[src/rtl/drr_defs.svh]
// Constants of the refresh-rate block: timing, mode codes, offsets.
// Assumes the clock period set by DRR_CLK_MHZ.
`ifndef DRR_DEFS_SVH
`define DRR_DEFS_SVH

`define DRR_CLK_MHZ 200
// Least times round up to whole cycles
`define DRR_CYC(ns) ((((ns) * `DRR_CLK_MHZ) + 999) / 1000)

`define DRR_RFC1_2G_NS 160
`define DRR_RFC1_4G_NS 260
`define DRR_RFC1_8G_NS 350
`define DRR_RFC1_16G_NS 550
`define DRR_RFC2_2G_NS 110
`define DRR_RFC2_4G_NS 160
`define DRR_RFC2_8G_NS 260
`define DRR_RFC2_16G_NS 350
`define DRR_RFC4_2G_NS 90
`define DRR_RFC4_4G_NS 110
`define DRR_RFC4_8G_NS 160
`define DRR_RFC4_16G_NS 260

`define DRR_DENS_2G 2'h0
`define DRR_DENS_4G 2'h1
`define DRR_DENS_8G 2'h2
`define DRR_DENS_16G 2'h3
`define DRR_DENS_RST 2'h0

`define DRR_MODE_FIX1X 3'h0
`define DRR_MODE_FIX2X 3'h1
`define DRR_MODE_FIX4X 3'h2
`define DRR_MODE_FLY12 3'h5
`define DRR_MODE_FLY14 3'h6

// Mode register select as {bank group, bank address}
`define DRR_SEL_MR3 4'h3
`define DRR_SEL_MR4 4'h4
`define DRR_MODE_MSB 8
`define DRR_MODE_LSB 6
`define DRR_TEMP_EN_BIT 3
`define DRR_TEMP_RANGE_BIT 2

// Case temperature thresholds in degrees C (45 and 85)
`define DRR_T_SLOW 8'h2D
`define DRR_T_NORM_MAX 8'h55

`define DRR_OFS_CTRL 4'h0
`define DRR_OFS_STATUS 4'h4
`define DRR_OFS_REFCNT 4'h8
`define DRR_OFS_EXECNT 4'hC

`endif

[src/rtl/drr_pkg.sv]
// Types of the refresh-rate block.
// Assumes drr_defs.svh for all numeric constants except the enum encodings defined here.
package drr_pkg;
    typedef enum logic [2:0] {
        DRR_REF1X = 3'b001,
        DRR_REF2X = 3'b010,
        DRR_REF4X = 3'b100
    } drr_ref_e;

    typedef enum logic [1:0] {
        DRR_IDLE = 2'b01,
        DRR_BUSY = 2'b10
    } drr_st_e;
endpackage : drr_pkg

[src/rtl/drr_refresh_rate.sv]
// Refresh-rate logic of a DRAM: mode decode, refresh type, skipping, cycle time.
// Assumes command pins from another domain and temp_c from an on-die sensor on clk_sys.
//
// The register addresses and register access over Avalon-MM are this design's own decisions.
`timescale 1ns/1ps
`include "drr_defs.svh"

// How it works
// - Below 45 C device skips some refreshes
// - Extended range 45 to 85 C skips half, below 45 C three in four
// - Skipping happens internally, no extra signalling
// - Mode write fixes rate or enables per-command choice
// - Three-bit mode field decode, reserved codes ignored
// - Per-command mode: bank-group bit picks refresh type
// - Reset gives fixed 1x mode
// - Cycle time depends on type and density
// - MR4 bit 3 enables, bit 2 picks range
module drr_refresh_rate import drr_pkg::*; (
    input wire logic clk_sys,
    input wire logic reset_n,
    input wire logic [3:0] avm_address,
    input wire logic avm_read,
    input wire logic avm_write,
    input wire logic [31:0] avm_writedata,
    output logic [31:0] avm_readdata,
    output logic avm_waitrequest,
    input wire logic pin_cs_n,
    input wire logic pin_act_n,
    input wire logic pin_ras_n,
    input wire logic pin_cas_n,
    input wire logic pin_we_n,
    input wire logic [1:0] pin_bg,
    input wire logic [1:0] pin_ba,
    input wire logic [13:0] pin_addr,
    input wire logic [7:0] temp_c,
    output logic int_refresh,
    output logic refresh_busy,
    output drr_ref_e exec_type
);
    logic [22:0] pin_meta;
    logic [22:0] pin_sync;
    logic [13:0] s_addr;
    logic [3:0] s_sel;
    logic is_ref;
    logic is_mrs;

    always_ff @(posedge clk_sys) begin
        pin_meta <= {pin_cs_n, pin_act_n, pin_ras_n, pin_cas_n, pin_we_n,
                     pin_bg, pin_ba, pin_addr};
        pin_sync <= pin_meta;
    end

    assign s_addr = pin_sync[13:0];
    assign s_sel = pin_sync[17:14];
    assign is_ref = (pin_sync[22:18] == 5'b01001);
    assign is_mrs = (pin_sync[22:18] == 5'b01000);

    function automatic logic [7:0] rfc_cycles(input drr_ref_e t, input logic [1:0] d);
        logic [7:0] c;
        c = 8'(`DRR_CYC(`DRR_RFC1_2G_NS));
        case ({t, d})
            {DRR_REF1X, `DRR_DENS_4G}: c = 8'(`DRR_CYC(`DRR_RFC1_4G_NS));
            {DRR_REF1X, `DRR_DENS_8G}: c = 8'(`DRR_CYC(`DRR_RFC1_8G_NS));
            {DRR_REF1X, `DRR_DENS_16G}: c = 8'(`DRR_CYC(`DRR_RFC1_16G_NS));
            {DRR_REF2X, `DRR_DENS_2G}: c = 8'(`DRR_CYC(`DRR_RFC2_2G_NS));
            {DRR_REF2X, `DRR_DENS_4G}: c = 8'(`DRR_CYC(`DRR_RFC2_4G_NS));
            {DRR_REF2X, `DRR_DENS_8G}: c = 8'(`DRR_CYC(`DRR_RFC2_8G_NS));
            {DRR_REF2X, `DRR_DENS_16G}: c = 8'(`DRR_CYC(`DRR_RFC2_16G_NS));
            {DRR_REF4X, `DRR_DENS_2G}: c = 8'(`DRR_CYC(`DRR_RFC4_2G_NS));
            {DRR_REF4X, `DRR_DENS_4G}: c = 8'(`DRR_CYC(`DRR_RFC4_4G_NS));
            {DRR_REF4X, `DRR_DENS_8G}: c = 8'(`DRR_CYC(`DRR_RFC4_8G_NS));
            {DRR_REF4X, `DRR_DENS_16G}: c = 8'(`DRR_CYC(`DRR_RFC4_16G_NS));
            default: c = 8'(`DRR_CYC(`DRR_RFC1_2G_NS));
        endcase
        return c;
    endfunction : rfc_cycles

    drr_st_e st, next_st;
    logic [7:0] rfc_cnt, next_rfc_cnt;
    logic [2:0] mode, next_mode;
    logic temp_controlled_refresh, next_temp_controlled_refresh;
    logic temp_range_ext, next_temp_range_ext;
    logic [1:0] gear, next_gear;
    logic [1:0] density, next_density;
    logic [15:0] ref_cnt, next_ref_cnt;
    logic [15:0] exe_cnt, next_exe_cnt;
    logic next_int_refresh;
    drr_ref_e next_exec_type;
    logic [31:0] next_readdata;
    logic next_waitrequest;
    drr_ref_e type_dec;
    logic [2:0] code_in;
    logic code_ok;
    logic exec_ok;
    logic ref_take;
    logic on_the_fly_rate_select;

    assign code_in = s_addr[`DRR_MODE_MSB:`DRR_MODE_LSB];
    assign on_the_fly_rate_select = (mode == `DRR_MODE_FLY12) || (mode == `DRR_MODE_FLY14);
    assign ref_take = is_ref && (st == DRR_IDLE);

    always_comb begin
        code_ok = (code_in == `DRR_MODE_FIX1X) || (code_in == `DRR_MODE_FIX2X) ||
                  (code_in == `DRR_MODE_FIX4X) || (code_in == `DRR_MODE_FLY12) ||
                  (code_in == `DRR_MODE_FLY14);
        case (mode)
            `DRR_MODE_FIX2X: type_dec = DRR_REF2X;
            `DRR_MODE_FIX4X: type_dec = DRR_REF4X;
            `DRR_MODE_FLY12: type_dec = s_sel[2] ? DRR_REF2X : DRR_REF1X;
            `DRR_MODE_FLY14: type_dec = s_sel[2] ? DRR_REF4X : DRR_REF1X;
            default: type_dec = DRR_REF1X;
        endcase
        // Gear ratio: one in two or one in four external refreshes run
        exec_ok = 1'b1;
        if (temp_controlled_refresh) begin
            if (temp_c < `DRR_T_SLOW) begin
                exec_ok = temp_range_ext ? (gear == 2'h0) : !gear[0];
            end else if (temp_range_ext && (temp_c < `DRR_T_NORM_MAX)) begin
                exec_ok = !gear[0];
            end
        end
    end

    always_comb begin
        next_st = st;
        next_rfc_cnt = rfc_cnt;
        next_mode = mode;
        next_temp_controlled_refresh = temp_controlled_refresh;
        next_temp_range_ext = temp_range_ext;
        next_gear = gear;
        next_density = density;
        next_ref_cnt = ref_cnt;
        next_exe_cnt = exe_cnt;
        next_int_refresh = 1'b0;
        next_exec_type = exec_type;
        if (is_mrs && (s_sel == `DRR_SEL_MR3) && code_ok) begin
            next_mode = code_in;
        end
        if (is_mrs && (s_sel == `DRR_SEL_MR4)) begin
            next_temp_controlled_refresh = s_addr[`DRR_TEMP_EN_BIT];
            next_temp_range_ext = s_addr[`DRR_TEMP_RANGE_BIT];
            next_gear = 2'h0;
        end
        case (st)
            DRR_IDLE: begin
                if (is_ref) begin
                    next_ref_cnt = ref_cnt + 16'h0001;
                    if (temp_controlled_refresh) begin
                        next_gear = gear + 2'h1;
                    end
                    if (exec_ok) begin
                        next_exec_type = type_dec;
                        next_rfc_cnt = rfc_cycles(type_dec, density) - 8'h01;
                        next_st = DRR_BUSY;
                        next_int_refresh = 1'b1;
                        next_exe_cnt = exe_cnt + 16'h0001;
                    end
                end
            end
            DRR_BUSY: begin
                // Refresh commands are ignored here; MRS writes still apply
                if (rfc_cnt == 8'h00) begin
                    next_st = DRR_IDLE;
                end else begin
                    next_rfc_cnt = rfc_cnt - 8'h01;
                end
            end
            default: next_st = DRR_IDLE;
        endcase
        // Avalon slave: one wait cycle, then the answer
        next_waitrequest = !((avm_read || avm_write) && avm_waitrequest);
        next_readdata = 32'h0000_0000;
        if (avm_write && !avm_waitrequest && (avm_address == `DRR_OFS_CTRL)) begin
            next_density = avm_writedata[1:0];
        end
        if (avm_read && avm_waitrequest) begin
            case (avm_address)
                `DRR_OFS_CTRL: next_readdata = {30'h0, density};
                `DRR_OFS_STATUS: next_readdata = {23'h0, temp_range_ext,
                    temp_controlled_refresh, (st == DRR_BUSY), exec_type, mode};
                `DRR_OFS_REFCNT: next_readdata = {16'h0, ref_cnt};
                `DRR_OFS_EXECNT: next_readdata = {16'h0, exe_cnt};
                default: next_readdata = 32'h0000_0000;
            endcase
        end
    end

    always_ff @(posedge clk_sys) begin
        if (!reset_n) begin
            st <= DRR_IDLE;
            rfc_cnt <= 8'h00;
            mode <= `DRR_MODE_FIX1X;
            temp_controlled_refresh <= 1'b0;
            temp_range_ext <= 1'b0;
            gear <= 2'h0;
            density <= `DRR_DENS_RST;
            ref_cnt <= 16'h0000;
            exe_cnt <= 16'h0000;
            int_refresh <= 1'b0;
            refresh_busy <= 1'b0;
            exec_type <= DRR_REF1X;
            avm_readdata <= 32'h0000_0000;
            avm_waitrequest <= 1'b1;
        end else begin
            st <= next_st;
            rfc_cnt <= next_rfc_cnt;
            mode <= next_mode;
            temp_controlled_refresh <= next_temp_controlled_refresh;
            temp_range_ext <= next_temp_range_ext;
            gear <= next_gear;
            density <= next_density;
            ref_cnt <= next_ref_cnt;
            exe_cnt <= next_exe_cnt;
            int_refresh <= next_int_refresh;
            refresh_busy <= (next_st == DRR_BUSY);
            exec_type <= next_exec_type;
            avm_readdata <= next_readdata;
            avm_waitrequest <= next_waitrequest;
        end
    end
endmodule : drr_refresh_rate

[config.mk]
export PLATFORM = sky130hd
export DESIGN_NAME = drr_refresh_rate
export DESIGN_NICKNAME = d
export VERILOG_FILES = /design/src/rtl/drr_pkg.sv /design/src/rtl/drr_refresh_rate.sv
export VERILOG_INCLUDE_DIRS = /design/src /design/src/rtl
export SDC_FILE = /design/constraint.sdc
export NUM_CORES = 1
export LEC_CHECK = 0
export ABC_AREA = 1
export BUFFER_PORTS_ARGS = -buffer_cell sky130_fd_sc_hd__buf_2
export CAP_MARGIN = 40
export CORE_AREA = 2 2 80 120
export CTS_CLUSTER_SIZE = 20
export DETAILED_ROUTE_END_ITERATION = 7
export DIE_AREA = 0 0 82 122
export GPL_ROUTABILITY_DRIVEN = 0
export MAX_ROUTING_LAYER = met4
export PLACE_DENSITY = 0.83
export REMOVE_ABC_BUFFERS = 1
export SYNTH_ARGS = -nofsm -noshare
export SYNTH_HDL_FRONTEND = slang
export SYNTH_SLANG_ARGS = --single-unit
export TNS_END_PERCENT = 30
[constraint.sdc]
create_clock -name clk_sys -period 2.55 [get_ports clk_sys]
set_input_delay 0.51 -clock clk_sys [delete_from_list [all_inputs] [get_ports clk_sys]]
set_output_delay 0.51 -clock clk_sys [all_outputs]
set_load 0.005 [all_outputs]
==> results.yml <==
worst_setup_path:
  cp_common_cell: "nand2_1"
  cp_cell_sequence: "inv_1, ha_1, nand2_2, a21oi_4, ha_1, nand2_1, inv_1, nand3_1, nand2_1, nand2_1, nand2_1, nand3_1, a21oi_1"
  end_kind: "flop"
  cpPeakStageDelay_ns: 0.44
  crit_arrival_ns: 2.39
  crit_slowest_cell: "dfxtp_1"
  start_kind: "flop"
  critical_path_class: "flop to flop"
  cp_data_required_time_ns: 2.82
  cp_max_fo: 5
  cp_top_family: "adder cells"
  crit_buf_inv: 2
clock_network:
  hold_buffers: 0
  htree_levels: 3
  cts_root_buffer: "clkbuf_16"
  cts_resized: 0
  cts_setup_buffers: 0
  clockBufferDepth: 2
  clock_latency_ns: 0.35
  cts_tree: "built"
  clkSlewWorstSetupHoldPaths_ns: 0.07
  cts_buffers: 9
  clkSinkCount: 101
logic_synthesis:
  synth_ff_type: "dfxtp_1"
  synth_cells: 639
  ys_warn_count: 0
  syn_avg_cell_area_um2: 7.42
  async_flop_share_pct: 0
  synth_edf_count: 0
  yosysSeqAreaShare_pct: 42.6
  ys_ff_latch: 101
  ys_types: 44
  syn_area_um2: 4740
timing:
  fin_crit_sh_pct: 83.2
  layout_setup_ws_ns: 0.428
  drv_slew: 0
  period_needed_ns: 2.12
  relSlewSlack_pct: 43.3
  rsz0062_at_grt: "false"
  fmax_mhz: 471
  fin_worst_skew_ns: 0.00647
  worst_pin_slew_ns: 0.849
  setup_violations: 0
  tns_ns: 0
  final-hold-violation-count: 0
  whs_ns: 0.255
route:
  avgViaCountPerCell: 5.22
  drt_iter0_markers: 346
  wl_mm: 10.5
  route.detailed.drc: 0
  firstDrtPassIters: 4
  wl_per_cell_um: 13.0
  final_antenna_net_count: 0
  vias: 4222
power_and_ir_drop:
  power_density_nw_per_um2: 634
  ir_drop_mv: 0.540
  power.leakage_uw: 0.00236
placement:
  io_buffers: 53
  dpl.hpwl_mm: 7.95
  place_ws_ns: 0.483
layout:
  final_common_cell: "nand2_1"
  fillers: 822
  n_antenna_cell: 0
  drive_gt1_share_pct: 14.8
  syn_to_final_growth_pct: 12.5
  fin_nets: 776
  layout_common_cells: "nand2_1 (131), dfxtp_1 (101), inv_1 (90)"
run_status:
  status: "finished, final reports clean"
global_route:
  grt_antenna_before_repair: 0
  grt_pass1_wl_mm: 17.9
  grt_max_degree: 24
  grt_overflow: 0
  grt.total_usage_pct: 23.9
  grt_pass1_vias: 4215
floorplanning:
  dieArea_um2: 10000
  start_util_pct: 52.5
  die_y_um: 122
  fp.dieW_um: 82
  fp-row-count: 43
  pin_count: 109
  core_um2: 9040
job:
  cap_violations: 0
worst_hold_path:
  hold_class: "input port to flop"
[report_power, final]
| group | leakage [uW] | switching [uW] | internal [uW] |
|---|---|---|---|
| clock network | 0.000144 | 642 | 691 |
| registers | 0.000826 | 34.0 | 1630 |
| logic | 0.00139 | 242 | 136 |
| total | 0.00236 | 918 | 2460 |
[synth_stat cells (3+ instances only)]
cell type | n | share of area (%)
nor2_1 | 60 | 4.8
nand2_1 | 131 | 10
ha_1 | 13 | 3.4
nor3_2 | 3 | 0.63
o22ai_1 | 6 | 0.79
buf_2 | 3 | 0.32
nand4_1 | 10 | 1.3
clkbuf_1 | 8 | 0.63
o21ai_1 | 6 | 0.63
xor2_1 | 11 | 2.0
nor3_1 | 17 | 1.8
o221ai_1 | 6 | 1.1
o21ai_0 | 25 | 2.6
buf_4 | 16 | 2.5
nor2_4 | 4 | 0.95
nand3_1 | 39 | 4.1
inv_1 | 90 | 7.1
nand3_2 | 3 | 0.63
dfxtp_1 | 101 | 43
nor4_1 | 6 | 0.79
nand2_2 | 7 | 0.92
a21oi_1 | 44 | 4.6
[worst register-to-register path: cells and delay by family, from the launching register on]
family                   cells  cell delay, ns
buffers and inverters        2            0.24
AND/OR/NAND/NOR              7            0.49
flip-flops                   1            0.44
AO/OA/AOI/OAI                2            0.33
adder cells (fa/ha/maj)      2            0.53
[logic make-up (layout without fill, tap and decap cells)]
family | Yosys count | count (layout) | share of synthesized area, %
AOI/OAI and AO/OA | 96 | 96 | 11.5
xor gates and xnor gates | 11 | 11 | 2.03
adders and majority gates | 13 | 13 | 3.43
buffers and inverters | 124 | 167 | 11.5
DFF | 101 | 101 | 42.6
other | 1 | 16 | 0.0791
and+or+nand+nor | 293 | 293 | 28.8
[through the flow]
stage          total power, uW  utilization (%)  cell area, um^2  cells
2_1_floorplan             1970                -             4610    625
3_3_place_gp              2060             55.7             5040    793
3_5_place_dp              2080             55.7             5040    793
4_1_cts                   3410             59.0             5330    809
5_1_grt                   3540             59.0             5330    809
6_report                  3380             59.0             5330    809
[final timing paths]
check / slack [ns] / from / cells after the start / endpoint
hold / removal: 0.25 / pin_bg[1] / 1 / pin_meta[17]$_DFF_P_
setup / recovery: 0.43 / density[1]$_SDFFE_PN0P_ / 13 / rfc_cnt[5]$_SDFFE_PN0P_
setup reg to reg: 0.43 / density[1]$_SDFFE_PN0P_ / 13 / rfc_cnt[5]$_SDFFE_PN0P_
hold reg to reg: 0.33 / pin_meta[14]$_DFF_P_ / 0 / pin_sync[14]$_DFF_P_
[state kept, by name, summed over array words and instances, names as in the netlist]
| register | cells |
|---|---|
| ref_cnt | 16 |
| int_refresh | 1 |
| refresh_busy | 1 |
| st | 2 |
| exec_type | 3 |
| gear | 2 |
| pin_meta | 14 |
| avm_readdata | 16 |
| temp_range_ext | 1 |
| temp_controlled_refresh | 1 |
| rfc_cnt | 8 |
| avm_waitrequest | 1 |
| mode | 3 |
| exe_cnt | 16 |
| pin_sync | 14 |
| density | 2 |
[area by class of cell]
class / count / area [um^2] / area share, %
sequential: 101 / 2020 / 37.9
clock buffer: 10 / 229 / 4.29
inverter: 95 / 359 / 6.73
multi-input combinational: 429 / 2230 / 41.8
timing repair buffer: 56 / 288 / 5.40
tap: 112 / 140 / 2.63
clock inverter: 6 / 67.6 / 1.27
[routing by layer]
layer  vias up  share of wire [%]  global-route usage [%]  wire length [um]
met3        30                5.7                    4.96               598
met1      1909                 37                    22.6              3850
met2       138                 54                    43.0              5640
met5         -                  0                       -                 0
li1       2145                  -                       -                 -
met4         0                3.7                    13.9               383
Note: power is estimated with default switching activity, not from simulation.
